[config.mk]
export PLATFORM = sky130hd
export DESIGN_NAME = psd_strap_loader
export DESIGN_NICKNAME = d
export VERILOG_FILES = /design/src/hdl/psd_pkg.sv /design/src/hdl/psd_strap_loader.sv
export SDC_FILE = /design/constraint.sdc
export NUM_CORES = 1
export LEC_CHECK = 0
export BUFFER_PORTS_ARGS = -buffer_cell sky130_fd_sc_hd__buf_2
export CORE_MARGIN = 1.5
export CORE_UTILIZATION = 30
export DETAILED_ROUTE_END_ITERATION = 10
export GPL_TIMING_DRIVEN = 1
export PLACE_DENSITY = 0.5
export SYNTH_ARGS = -nofsm -noshare
export SYNTH_HDL_FRONTEND = slang
export SYNTH_SLANG_ARGS = --single-unit
[constraint.sdc]
create_clock -name clk_sys -period 2.9 [get_ports clk_sys]
set_input_delay 0.725 -clock clk_sys [delete_from_list [all_inputs] [get_ports clk_sys]]
set_output_delay 0.725 -clock clk_sys [all_outputs]
set_load 0.1 [all_outputs]
[src/hdl/psd_pkg.sv]
// Package for the PHY strap defaults loader: register map, field positions, strap defaults.
// Assumes a 32-bit Avalon-MM slave with word addressing by byte address.
package psd_pkg;

  // ==========================================================================
  // Register byte offsets
  localparam logic [7:0] OFF_STRAP_STATE = 8'h00;
  localparam logic [7:0] OFF_HARDWARE_CONFIG_REGISTER = 8'h04;
  localparam logic [7:0] OFF_BASIC_CTL = 8'h08;
  localparam logic [7:0] OFF_ADVERT = 8'h0C;
  localparam logic [7:0] OFF_MODES = 8'h10;
  localparam logic [7:0] OFF_SPECIAL_CTL = 8'h14;
  localparam logic [7:0] OFF_CONTROL = 8'h18;

  // ==========================================================================
  // Field positions
  localparam int HW_AUTOX_BIT = 0;
  localparam int BC_DUPLEX_BIT = 8;
  localparam int BC_AN_BIT = 12;
  localparam int BC_SPEED_BIT = 13;
  localparam int ADV_10HD_BIT = 5;
  localparam int ADV_10FD_BIT = 6;
  localparam int ADV_SYM_BIT = 10;
  localparam int ADV_ASYM_BIT = 11;
  localparam int MODE_LSB = 5;
  localparam int SC_XCTRL_BIT = 15;
  localparam int SC_XSEL_BIT = 13;
  localparam int SC_XEN_BIT = 14;
  localparam int CTL_RELOAD_BIT = 0;
  localparam int CTL_DIGRST_BIT = 1;

  // ==========================================================================
  // Strap defaults, fiber and selector values
  localparam logic [7:0] STRAP_RESET = 8'h7A;
  localparam logic [2:0] MODE_ALLCAP = 3'h7;
  localparam logic [2:0] MODE_FX = 3'h3;
  localparam logic [31:0] RD_UNMAPPED = 32'h0000_0000;

  typedef struct packed {
    logic manualFlowCtl;
    logic fullDuplexFlowCtl;
    logic duplex;
    logic speed;
    logic autoneg;
    logic manualCrossover;
    logic autoCrossover;
    logic spare;
  } psd_straps_t;

  typedef struct packed {
    logic autoneg;
    logic speedLow;
    logic duplex;
    logic adv10Fd;
    logic adv10Hd;
    logic advSym;
    logic advAsym;
    logic [2:0] mode;
  } psd_defaults_t;

endpackage

[src/hdl/psd_strap_loader.sv]
// PHY strap defaults loader: latches soft straps, takes EEPROM overrides, builds PHY reset defaults.
// Assumes strap pins are asynchronous and the EEPROM loader pulses eepromLoad on clk_sys.
// How it works
// - Auto-crossover strap is hardware config default
// - Strap mode uses auto and manual crossover
// - Manual strap forces MDI at 0, MDIX 1
// - Autoneg strap sets negotiation enable default
// - Autoneg strap shapes speed, duplex, advert, mode
// - Speed strap shapes speed, 10M advert, mode
// - Duplex strap shapes duplex, 10FD advert, mode
// - Full-duplex flow strap shapes asymmetric pause
// - Manual flow strap shapes both pause bits
// - Fiber mode ignores all but duplex strap
// - Pins captured at reset release; EEPROM overrides
// - Digital reset restores latched pin values; reload only reapplies defaults
//
// The register addresses and the Avalon-MM interface to the registers are this design's own decisions.
`timescale 1ns/1ns
module psd_strap_loader (
  input wire logic clk_sys,
  input wire logic rst_n,
  input wire logic autoCrossoverPin,
  input wire logic manualCrossoverPin,
  input wire logic autonegPin,
  input wire logic speedPin,
  input wire logic duplexPin,
  input wire logic fullDuplexFlowCtlPin,
  input wire logic manualFlowCtlPin,
  input wire logic fiberModePin,
  input wire logic eepromLoad,
  input wire logic eepromValid,
  input wire psd_pkg::psd_straps_t eepromStraps,
  input wire logic [7:0] avs_address,
  input wire logic avs_read,
  input wire logic avs_write,
  input wire logic [31:0] avs_writedata,
  input wire logic [3:0] avs_byteenable,
  output logic [31:0] avs_readdata,
  output logic avs_waitrequest,
  output logic crossoverAuto,
  output logic crossoverMdix,
  output logic [15:0] phyBasicCtl,
  output logic [15:0] phyAdvert,
  output logic [2:0] phyMode
);

  // ==========================================================================
  // Pin synchronisers
  psd_pkg::psd_straps_t pinMeta_ff;
  psd_pkg::psd_straps_t pinSync_ff;
  logic fiberMeta_ff;
  logic fiberSync_ff;
  logic resetSeen_ff;
  // Captured and active straps
  psd_pkg::psd_straps_t pinLatched_ff;
  psd_pkg::psd_straps_t active_ff;
  logic fiber_ff;
  logic reapply_ff;
  logic nxt_reapply;
  // PHY register images
  logic [15:0] basic_ff;
  logic [15:0] advert_ff;
  logic [15:0] special_ff;
  logic [2:0] mode_ff;
  psd_pkg::psd_defaults_t dflt;
  logic wrHit;
  logic [1:0] ctlPulse;

  // Field by field, so a reordered struct cannot swap two straps unnoticed
  always_ff @(posedge clk_sys) begin
    pinMeta_ff.manualFlowCtl <= manualFlowCtlPin;
    pinMeta_ff.fullDuplexFlowCtl <= fullDuplexFlowCtlPin;
    pinMeta_ff.duplex <= duplexPin;
    pinMeta_ff.speed <= speedPin;
    pinMeta_ff.autoneg <= autonegPin;
    pinMeta_ff.manualCrossover <= manualCrossoverPin;
    pinMeta_ff.autoCrossover <= autoCrossoverPin;
    pinMeta_ff.spare <= 1'b0;
    pinSync_ff <= pinMeta_ff;
  end

  always_ff @(posedge clk_sys) begin
    fiberMeta_ff <= fiberModePin;
    fiberSync_ff <= fiberMeta_ff;
  end

  // ==========================================================================
  // Helpers
  function automatic psd_pkg::psd_straps_t strapDefault();
    return psd_pkg::psd_straps_t'(psd_pkg::STRAP_RESET);
  endfunction

  function automatic logic regWrite(input logic hit, input logic [7:0] addr, input logic [7:0] want);
    return hit && addr == want;
  endfunction

  // Byte lanes of a 16-bit register; lanes not enabled keep their old value
  function automatic logic [15:0] laneMerge(input logic [15:0] old, input logic [15:0] wdata, input logic [1:0] be);
    logic [15:0] w;
    w = old;
    if (be[0]) begin
      w[7:0] = wdata[7:0];
    end
    if (be[1]) begin
      w[15:8] = wdata[15:8];
    end
    return w;
  endfunction

  // ==========================================================================
  // Strap capture; pins are sampled once, on the first cycle after reset release
  always_ff @(posedge clk_sys) begin
    if (!rst_n) begin
      resetSeen_ff <= 1'b0;
    end else begin
      resetSeen_ff <= 1'b1;
    end
  end

  always_ff @(posedge clk_sys) begin
    if (!rst_n) begin
      pinLatched_ff <= strapDefault();
      fiber_ff <= 1'b0;
    // Fiber select comes from its pin only; the EEPROM image carries no fiber bit
    end else if (!resetSeen_ff) begin
      pinLatched_ff <= pinSync_ff;
      fiber_ff <= fiberSync_ff;
    end
  end

  // Software writes to the control register give one-cycle reload / digital reset pulses
  assign wrHit = avs_write && !avs_waitrequest;

  always_comb begin
    ctlPulse = 2'h0;
    if (regWrite(wrHit, avs_address, psd_pkg::OFF_CONTROL) && avs_byteenable[0]) begin
      ctlPulse = {avs_writedata[psd_pkg::CTL_DIGRST_BIT], avs_writedata[psd_pkg::CTL_RELOAD_BIT]};
    end
  end

  always_ff @(posedge clk_sys) begin
    if (!rst_n) begin
      active_ff <= strapDefault();
    end else if (!resetSeen_ff) begin
      active_ff <= pinSync_ff;
    end else if (eepromLoad && eepromValid) begin
      active_ff <= eepromStraps;
    end else if ((eepromLoad && !eepromValid) || ctlPulse[1]) begin
      active_ff <= pinLatched_ff;
    end
  end

  // Defaults are reapplied one cycle after the straps settle
  // A PHY register write in a reapply cycle is lost; the strap default wins
  always_comb begin
    nxt_reapply = !resetSeen_ff || eepromLoad || ctlPulse[1] || ctlPulse[0];
  end

  always_ff @(posedge clk_sys) begin
    if (!rst_n) begin
      reapply_ff <= 1'b1;
    end else begin
      reapply_ff <= nxt_reapply;
    end
  end

  // ==========================================================================
  // Default derivation
  function automatic psd_pkg::psd_defaults_t derive(input psd_pkg::psd_straps_t s, input logic fx);
    psd_pkg::psd_defaults_t d;
    d.autoneg = s.autoneg;
    d.speedLow = s.speed;
    d.duplex = s.duplex;
    d.adv10Hd = s.autoneg | ~s.speed;
    d.adv10Fd = (s.autoneg | ~s.speed) & s.duplex;
    d.advSym = s.manualFlowCtl;
    d.advAsym = s.manualFlowCtl | s.fullDuplexFlowCtl;
    d.mode = s.autoneg ? psd_pkg::MODE_ALLCAP : {1'b0, s.speed, s.duplex};
    if (s.autoneg) begin
      d.speedLow = 1'b1;
      d.duplex = 1'b1;
    end
    if (fx) begin
      d = deriveFiber(s);
    end
    return d;
  endfunction

  // Fiber: only the duplex strap still counts, speed fixed at 100
  function automatic psd_pkg::psd_defaults_t deriveFiber(input psd_pkg::psd_straps_t s);
    psd_pkg::psd_defaults_t d;
    d.autoneg = 1'b0;
    d.speedLow = 1'b1;
    d.duplex = s.duplex;
    d.adv10Hd = 1'b0;
    d.adv10Fd = 1'b0;
    d.advSym = 1'b0;
    d.advAsym = 1'b0;
    d.mode = {psd_pkg::MODE_FX[2:1], s.duplex};
    return d;
  endfunction

  function automatic logic [15:0] packBasic(input psd_pkg::psd_defaults_t d);
    logic [15:0] w;
    w = 16'h0000;
    w[psd_pkg::BC_AN_BIT] = d.autoneg;
    w[psd_pkg::BC_SPEED_BIT] = d.speedLow;
    w[psd_pkg::BC_DUPLEX_BIT] = d.duplex;
    return w;
  endfunction

  function automatic logic [15:0] packAdvert(input psd_pkg::psd_defaults_t d);
    logic [15:0] w;
    w = 16'h0000;
    w[psd_pkg::ADV_10HD_BIT] = d.adv10Hd;
    w[psd_pkg::ADV_10FD_BIT] = d.adv10Fd;
    w[psd_pkg::ADV_SYM_BIT] = d.advSym;
    w[psd_pkg::ADV_ASYM_BIT] = d.advAsym;
    return w;
  endfunction

  // Fiber has no crossover, so straps and override bits are ignored there
  function automatic logic [1:0] xoverSelect(input logic fx, input logic [15:0] special, input psd_pkg::psd_straps_t st);
    logic [1:0] x;
    if (fx) begin
      x = 2'b00;
    end else if (special[psd_pkg::SC_XCTRL_BIT]) begin
      x = {st.autoCrossover, !st.autoCrossover && st.manualCrossover};
    end else begin
      x = {special[psd_pkg::SC_XEN_BIT], special[psd_pkg::SC_XSEL_BIT]};
    end
    return x;
  endfunction

  assign dflt = derive(active_ff, fiber_ff);

  // ==========================================================================
  // PHY registers: reset defaults from straps, then software owned
  always_ff @(posedge clk_sys) begin
    if (!rst_n) begin
      basic_ff <= 16'h0000;
    end else if (reapply_ff) begin
      basic_ff <= packBasic(dflt);
    end else if (regWrite(wrHit, avs_address, psd_pkg::OFF_BASIC_CTL)) begin
      basic_ff <= laneMerge(basic_ff, avs_writedata[15:0], avs_byteenable[1:0]);
    end
  end

  always_ff @(posedge clk_sys) begin
    if (!rst_n) begin
      advert_ff <= 16'h0000;
    end else if (reapply_ff) begin
      advert_ff <= packAdvert(dflt);
    end else if (regWrite(wrHit, avs_address, psd_pkg::OFF_ADVERT)) begin
      advert_ff <= laneMerge(advert_ff, avs_writedata[15:0], avs_byteenable[1:0]);
    end
  end

  always_ff @(posedge clk_sys) begin
    if (!rst_n) begin
      mode_ff <= psd_pkg::MODE_ALLCAP;
    end else if (reapply_ff) begin
      mode_ff <= dflt.mode;
    end else if (regWrite(wrHit, avs_address, psd_pkg::OFF_MODES) && avs_byteenable[0]) begin
      mode_ff <= avs_writedata[psd_pkg::MODE_LSB +: 3];
    end
  end

  // Crossover control: bit 15 set selects strap-based crossover
  always_ff @(posedge clk_sys) begin
    if (!rst_n) begin
      special_ff <= 16'h0000;
    end else if (reapply_ff) begin
      special_ff <= 16'h0000;
      special_ff[psd_pkg::SC_XCTRL_BIT] <= 1'b1;
    end else if (regWrite(wrHit, avs_address, psd_pkg::OFF_SPECIAL_CTL)) begin
      special_ff <= laneMerge(special_ff, avs_writedata[15:0], avs_byteenable[1:0]);
    end
  end

  // ==========================================================================
  // Crossover decision
  always_ff @(posedge clk_sys) begin
    if (!rst_n) begin
      crossoverAuto <= 1'b1;
      crossoverMdix <= 1'b0;
    end else begin
      {crossoverAuto, crossoverMdix} <= xoverSelect(fiber_ff, special_ff, active_ff);
    end
  end

  always_ff @(posedge clk_sys) begin
    if (!rst_n) begin
      phyBasicCtl <= 16'h0000;
      phyAdvert <= 16'h0000;
      phyMode <= psd_pkg::MODE_ALLCAP;
    end else begin
      phyBasicCtl <= basic_ff;
      phyAdvert <= advert_ff;
      phyMode <= mode_ff;
    end
  end

  // ==========================================================================
  // Avalon-MM slave. Waitrequest comes from a flop, so it idles high and every
  // read or write sees one wait state; the request is taken when it drops
  function automatic logic [31:0] readMux(
    input logic [7:0] addr,
    input logic fx,
    input psd_pkg::psd_straps_t st,
    input logic [15:0] basic,
    input logic [15:0] advert,
    input logic [2:0] mode,
    input logic [15:0] special
  );
    logic [31:0] r;
    case (addr)
      psd_pkg::OFF_STRAP_STATE: r = {23'h000000, fx, st};
      psd_pkg::OFF_HARDWARE_CONFIG_REGISTER: r = {31'h00000000, st.autoCrossover};
      psd_pkg::OFF_BASIC_CTL: r = {16'h0000, basic};
      psd_pkg::OFF_ADVERT: r = {16'h0000, advert};
      psd_pkg::OFF_MODES: r = {24'h000000, mode, 5'h00};
      psd_pkg::OFF_SPECIAL_CTL: r = {16'h0000, special};
      default: r = psd_pkg::RD_UNMAPPED;
    endcase
    return r;
  endfunction

  always_ff @(posedge clk_sys) begin
    if (!rst_n) begin
      avs_waitrequest <= 1'b1;
    end else begin
      avs_waitrequest <= !((avs_read || avs_write) && avs_waitrequest);
    end
  end

  // Read data are fetched when the request is first seen and stand until the next read
  always_ff @(posedge clk_sys) begin
    if (!rst_n) begin
      avs_readdata <= psd_pkg::RD_UNMAPPED;
    end else if (avs_read && avs_waitrequest) begin
      avs_readdata <= readMux(avs_address, fiber_ff, active_ff, basic_ff, advert_ff, mode_ff, special_ff);
    end
  end

endmodule

==> key figures, run 1 <==
Pwr
  – Pwr Density: 681 mW/mm²
  – Leak: 2.79 nW
  – Max VDD drop: ~0.00043 V

Critical path
  – Setup crit start: avs_address[1]
  – R2R Setup Slk: approximately 620 ps
  – Crit Path Max Fanout: 5
  – RR Startpoint: avs_waitrequest
  – Worst Setup EP: basic_ff[4]
  – Setup CP Type: input port to flop
  – Worst path required time: 3200 ps
  – Reg2Reg Depth: 6
  – Worst R2R End: basic_ff[4]
  – Startpoint types: input port
  – Worst Path Arrival: 2590 ps
  – Worst Setup End Kind: flop

Global route
  – Initial antenna violation count: 0
  – Number of global-route vias before repair: 4026
  – First-pass GRT wire length: 22200 µm
  – Total track usage: 16.1%
  – Total global routing overflow: 0
  – Maximum number of pins on one net before global-route repair: 40

CTS
  – Post-CTS Setup Inserts: 0
  – CTS Buffer Depth: 2
  – Clk Latency, worst-skew pair: roughly 420 ps
  – Htree depth: 4
  – TritonCTS buffer count: 17
  – CTS tree: yes
  – Resize count post-CTS: 0
  – CTS root buf: clkbuf_16
  – Clock transition at the registers of the reported paths: 50 ps
  – Hold_buf cts: 0
  – CTS Sinks: 139

Timing
  – RSZ-0062 raised after global routing: no
  – Fmax: 0.437 GHz
  – Slew Limit Fails: 0
  – Final period util: 78.9%
  – Clk_skew: 8.39 ps
  – Setup_tns: 0 ps
  – Hold WS: 325 ps
  – Relative slew slack: 57.7%
  – Minimum clock period: 2290 ps
  – Worst slew pin tran: 632 ps
  – Final hold vios: 0
  – Final Setup Violations: 0

Status
  – Status: finished, final reports clean

Cells and area
  – Final net count: 713
  – Ratio of cells with drive above 1 in the final layout: a little over a quarter
  – Fin cells: 885
  – Layout Area Growth over Synthesis: 26.5%
  – Ant diodes: 0
  – Final Instance Area: 0.00674 mm²
  – Fin util: 39.0%

Synthesis
  – Synth cell count leaders: dfxtp_1 (139), mux2i_1 (61), nor2_1 (45)
  – Synth Flop Type: dfxtp_1
  – Post-synthesis adder-cell area fraction: 0%
  – Synth top area share: between 50% and 60%
  – Synth Area in XOR/XNOR: 0%
  – Area leader, netlist: dfxtp_1
  – Mux cell area share after synthesis: ~14%
  – Post-synthesis simple-gate area fraction: 16.7%
  – Largest cells by area after synthesis: dfxtp_1 (52%), mux2i_1 (11%), and2_1 (4.0%)
  – Yosys cell types: 49
  – Post-synth EDFFs: 0
  – Post-synthesis instance total: between 500 and 600
  – Sequential share of the synthesized area: between 50 and 60%
  – Synthesized cell area: 0.00533 mm²
  – Compound-cell area share of the yosys netlist: between 10% and 20%
  – Largest family of logic cells by synthesized area: simple AND/OR/NAND/NOR gates
  – Most frequent cell after synthesis: dfxtp_1
  – Avg Cell Area, Syn: slightly above 10 µm²
  – Async S/R FF share, synth: 0%
  – Syn. warnings: 0
  – #FFs+latches synth: about 140

Floorplan
  – # IOs: 136
  – Placeable Area: 0.0173 mm²
  – # rows: 48
  – Die Y: 136 µm
  – Die Area: 0.0186 mm²
  – Initial core utilization: 30.8%
  – Die Width: ~140 µm

Route
  – DR DRC count: 0
  – DR vias/cell: 4.60
  – 1st-iter DRT viols: 183
  – Final WL: 14100 µm
  – Routed Antenna Nets: 0
  – Drt wl/cell: 15.9 µm
  – First drt pass iteration count: 4
  – Vias: 4074

Run
  – MaxCap Viol Count: 0

Place
  – Port Buffer Count: 101
  – DP Wirelength: 10500 µm
  – Placer Congestion: 0.851
  – Placement Cell Area: 0.00615 mm²
  – Placed cells: 853

Hold path
  – HP Class: flop to flop
-- power breakdown --
group / switching (mW) / leakage [nW] / total, mW / internal (mW)
Combinational: 0.301 / 1.37 / 0.410 / 0.108
Sequential: 0.0376 / 1.14 / 2.00 / 1.96
Clock: 0.784 / 0.289 / 2.18 / 1.39
-- sequential cells by signal (all words and copies together), names as in the netlist, 3 cells and up --
name and flops:
advert_ff 16, avs_readdata 16, basic_ff 16, phyAdvert 16, phyBasicCtl 16, special_ff 16
active_ff 8, pinLatched_ff 7, pinMeta_ff 7, pinSync_ff 7, mode_ff 3, phyMode 3
-- layout by cell type (no fill, tap or decap), types with 3 or more instances in the layout --
cell and count:
nor4_4 4, bufinv_16 3, clkinv_2 3, o31ai_1 3
mux2_2 11, a22o_1 5, a22oi_1 5, a21oi_1 20
nor3_1 4, a21o_1 5, a221o_1 8, nor2_1 45
nand3_1 5, or2_2 4, conb_1 16, buf_4 29
clkbuf_1 6, buf_2 101, a31o_2 3, mux2i_1 61
nand2b_1 6, o21ai_0 29, dfxtp_1 139, nor2b_1 6
a2bb2oi_1 7, inv_1 8, nand2_1 44, and2_1 34
clkbuf_16 17
-- cells by family (layout without fill, tap and decap cells) --
| group | count (synthesis) | after routing |
|---|---|---|
| compound gates | 96 | 96 |
| simple gates | 165 | 165 |
| flops | 139 | 139 |
| other cells | 1 | 16 |
| buf+inv | 55 | 172 |
| mux | 72 | 72 |
-- layer usage --
layer  wire length [µm]  vias up  track usage [%]  share of wire (%)
li1                   -     2048                -                  -
met1               6560     1899             20.5                 47
met2               6570      108             25.6                 47
met3                750       19             4.66                5.3
met4                210        0             5.91                1.5
met5                  0        -                0                  0
-- worst max-delay path: stages --
cell and delay, ps:
buf_2 120, or4b_1 620, buf_4 210, or4_1 500
buf_4 190, mux2i_1 160, nor2_1 50
-- worst min path at each step --
stage,from,to,slack (ps),depth (start not counted)
global route,pinMeta_ff[6],pinSync_ff[6],330,0
global placement,pinMeta_ff[3],pinSync_ff[3],310,0
detailed placement,pinMeta_ff[3],pinSync_ff[3],310,0
CTS,pinMeta_ff[3],pinSync_ff[3],330,0
finish,pinMeta_ff[5],pinSync_ff[5],320,0
floorplan,fiberMeta_ff,fiberSync_ff,310,0
-- layout make-up --
type / count / area, µm²
inverters: 10 / 37.5
well taps: 225 / 282
fillers: 1771 / 10600
clock inverters: 7 / 114
clock buffers: 25 / 475
repair buffers: 130 / 723
flip-flops and latches: 139 / 2780
multi-input cells: 349 / 2330
-- metrics by stage --
stage | setup slack (ps) | total power [mW]
final | 611 | 4.59
after global routing | 535 | 4.76
after CTS | 621 | 4.63
after detailed placement | 181 | 2.45
after global placement | 169 | 2.45
after floorplan | 433 | 2.34
(Power assumes the default switching activity.)
==> run 2, diff against run 1 <==
- ABC_AREA: not set -> 1
- PLACE_DENSITY: 0.5 -> 0.52
- clock period: 2.9 -> 2.05 ns (I/O delays scaled with it)
==> key figures, run 2 <==
Synthesis
  – Synth Area in XOR/XNOR: 0% (unchanged)
  – Area leader, netlist: dfxtp_1
  – Synthesized cell area: 0.00537 mm² (+0.70%)
  – Most frequent cell after synthesis: nand2_1
  – Post-synthesis instance total: 687 (+30%)
  – Largest cells by area after synthesis: dfxtp_1 (52%), nand2_1 (10%), o21ai_0 (4.9%)
  – Syn. warnings: 0 (unchanged)
  – Post-synthesis adder-cell area fraction: 0% (unchanged)
  – Post-synth EDFFs: 0 (unchanged)
  – Sequential share of the synthesized area: 51.9% (-0.37 points)
  – Async S/R FF share, synth: 0% (unchanged)
  – Avg Cell Area, Syn: 7.81 µm² (-23%)
  – Largest family of logic cells by synthesized area: simple AND/OR/NAND/NOR gates
  – Compound-cell area share of the yosys netlist: 12.5% (+0.43 points)
  – Post-synthesis simple-gate area fraction: 25.4% (+8.7 points)
  – Synth Flop Type: dfxtp_1
  – Synth top area share: 51.9% (-0.37 points)
  – #FFs+latches synth: 139 (unchanged)
  – Yosys cell types: 35 (-29%)
  – Synth cell count leaders: nand2_1 (148), dfxtp_1 (139), inv_1 (70), nor2_1 (70), o21ai_0 (53)
  – Mux cell area share after synthesis: 0% (-14 points)

CTS
  – Hold_buf cts: 0 (unchanged)
  – Clock transition at the registers of the reported paths: 60 ps (about the same)
  – CTS Buffer Depth: 2 (unchanged)
  – Clk Latency, worst-skew pair: 420 ps (about the same)
  – TritonCTS buffer count: 17 (unchanged)
  – Htree depth: 4 (unchanged)
  – Post-CTS Setup Inserts: 0 (unchanged)
  – Resize count post-CTS: 0 (unchanged)
  – CTS root buf: clkbuf_16
  – CTS Sinks: 139 (unchanged)
  – CTS tree: yes

Timing
  – Slew Limit Fails: 0 (unchanged)
  – Clk_skew: 6.88 ps (-1.51 ps)
  – Minimum clock period: 1740 ps
  – Setup_tns: 0 ps (unchanged)
  – Final period util: approximately 85%
  – Final Setup Violations: 0 (unchanged)
  – Fmax: 0.575 GHz
  – Final hold vios: 0 (unchanged)
  – RSZ-0062 raised after global routing: no

Cells and area
  – Final Instance Area: 0.00673 mm² (-0.15%)
  – Layout Area Growth over Synthesis: 25.4%
  – Final net count: 866 (+21%)
  – Fin util: 38.6% (-0.33 points)
  – Commonest cells after routing, fill and taps aside: nand2_1 (148), dfxtp_1 (139), buf_2 (101)
  – Most common cell after layout, fill and taps aside: nand2_1
  – Ratio of cells with drive above 1 in the final layout: 22.3% (-5.0 points)
  – Layout filler cell count: 1882 (+6.3%)
  – Ant diodes: 0 (unchanged)

Route
  – Vias: 4650 (+14%)
  – Final WL: 15000 µm (+6.4%)
  – Drt wl/cell: 14.5 µm (-9.1%)
  – First drt pass iteration count: 5 (+1)
  – DR vias/cell: 4.49 (-2.5%)
  – Routed Antenna Nets: 0 (unchanged)
  – 1st-iter DRT viols: 272 (+49%)
  – DR DRC count: 0 (unchanged)

Floorplan
  – # rows: 48 (unchanged)
  – Initial core utilization: 30.8% (about the same)
  – Die Width: 137 µm (+0.34%)
  – # IOs: 136 (unchanged)
  – Die Y: 137 µm (+0.34%)
  – Die Area: 0.0187 mm² (+0.69%)
  – Placeable Area: 0.0174 mm² (+0.69%)

Place
  – Port Buffer Count: 101 (unchanged)
  – Placement Cell Area: 0.00610 mm² (-0.75%)
  – DP Wirelength: 11000 µm (+5.4%)
  – Placer Congestion: 0.875 (+2.7%)

Status
  – Status: finished, final reports clean

Critical path
  – Worst R2R End: advert_ff[0]
  – CP bufs+invs: 1 (-2)
  – Reg2Reg Depth: 8 (+2)
  – Critical path cell sequence: buf_2
  – Setup CP Type: flop to primary output
  – R2R Setup Slk: 470 ps (-150 ps)
  – Max incr delay on CP: 440 ps (-180 ps)
  – Crit Path Max Fanout: 4 (-1)
  – CP top delay family: buffers and inverters
  – Worst Path Arrival: 1230 ps (-1360 ps)
  – Startpoint types: flop
  – Worst path required time: 1540 ps (-1660 ps)
  – Worst Setup End Kind: primary output
  – Slowest CP cell: buf_2
  – RR Startpoint: avs_waitrequest

Hold path
  – Hold EP: pinMeta_ff[7]
  – Min-Delay Path Depth: 1 (+1)
  – Hold path startpoint: manualFlowCtlPin
  – HP Class: input port to flop

Global route
  – Total global routing overflow: 0 (unchanged)
  – Number of global-route vias before repair: 4523 (+12%)
  – First-pass GRT wire length: 23900 µm (+7.6%)
  – Maximum number of pins on one net before global-route repair: 40 (unchanged)
  – Initial antenna violation count: 0 (unchanged)
  – Total track usage: 17.2% (+1.1 points)

Run
  – MaxCap Viol Count: 0 (unchanged)

Pwr
  – Tot Pwr: 6.66 mW (+45%)
  – Leak: 3.34 nW (+20%)
  – Max VDD drop: 0.000902 V (+110%)
  – Pwr Density: 989 mW/mm² (+45%)
==> run 2: changes by cell type in the layout (fill, tap and decap cells not counted), sizes merged, moves of 34 or more <==
| cell | before | now |
|---|---|---|
| and2 | 34 | 0 |
| inv | 8 | 78 |
| mux2i | 61 | 0 |
| nand2 | 44 | 156 |
| nand3 | 5 | 54 |
| nor2 | 45 | 80 |
==> run 2: logic make-up (layout without fill, tap and decap cells) <==
family | after synthesis | after routing
flip-flops | 139 | 139
AO/OA/AOI/OAI | 124 | 124
other | 1 | 16
AND/OR/NAND/NOR | 303 | 303
buffers and inverters | 120 | 229
==> run 2: area by class of cell <==
| type | count | area, µm² | area share (%) |
|---|---|---|---|
| clock buffer | 23 | 488 | 7.25 |
| inverter | 79 | 299 | 4.44 |
| timing repair buffer | 120 | 648 | 9.63 |
| sequential | 139 | 2780 | 41.3 |
| clock inverter | 7 | 138 | 2.04 |
| multi-input combinational | 443 | 2090 | 31.1 |
| tap | 225 | 282 | 4.18 |
==> run 2: how the worst max path moves through the flow <==
stage                     from         endpoint  slack, ps  depth (start not counted)
2_1_floorplan  avs_waitrequest    special_ff[6]        150                          8
3_3_place_gp    avs_address[1]     basic_ff[13]        130                          9
3_5_place_dp    avs_address[1]     basic_ff[12]        100                          9
4_1_cts        avs_waitrequest  avs_waitrequest        290                          1
5_1_grt        avs_waitrequest  avs_waitrequest        260                          1
6_report       avs_waitrequest  avs_waitrequest        310                          1
==> run 2: where the power goes <==
part	leakage, nW	switching [mW]	internal (mW)
registers	1.14	0.0453	2.78
logic	1.90	0.443	0.116
clock network	0.305	1.13	2.15
total	3.34	1.62	5.04
==> run 2: per-stage QoR <==
stage	hold slack, ps	setup slack (ps)	cells
3_5_place_dp	312	96.9	1006
3_3_place_gp	311	133	1006
2_1_floorplan	310	149	702
5_1_grt	170	256	1036
4_1_cts	171	290	1036
6_report	191	311	1036
==> run 2: worst register-to-register path, stage by stage, from the launching register on <==
cell     delay [ps]
dfxtp_1         330
inv_1            70
nand2_1          80
nor2_4          230
inv_1           140
nor2_4          320
inv_1           150
nor2_1          120
nor2_1           50
==> run 2: per-layer routing <==
| layer | up-vias | wire length (µm) | global-route usage, % | part of all wire (%) |
|---|---|---|---|---|
| li1 | 2389 | - | - | - |
| met1 | 2112 | 7080 | 22.4 | 47 |
| met2 | 132 | 6790 | 27.0 | 45 |
| met3 | 17 | 867 | 4.93 | 5.8 |
| met4 | 0 | 251 | 5.91 | 1.7 |
| met5 | - | 0 | 0 | 0 |
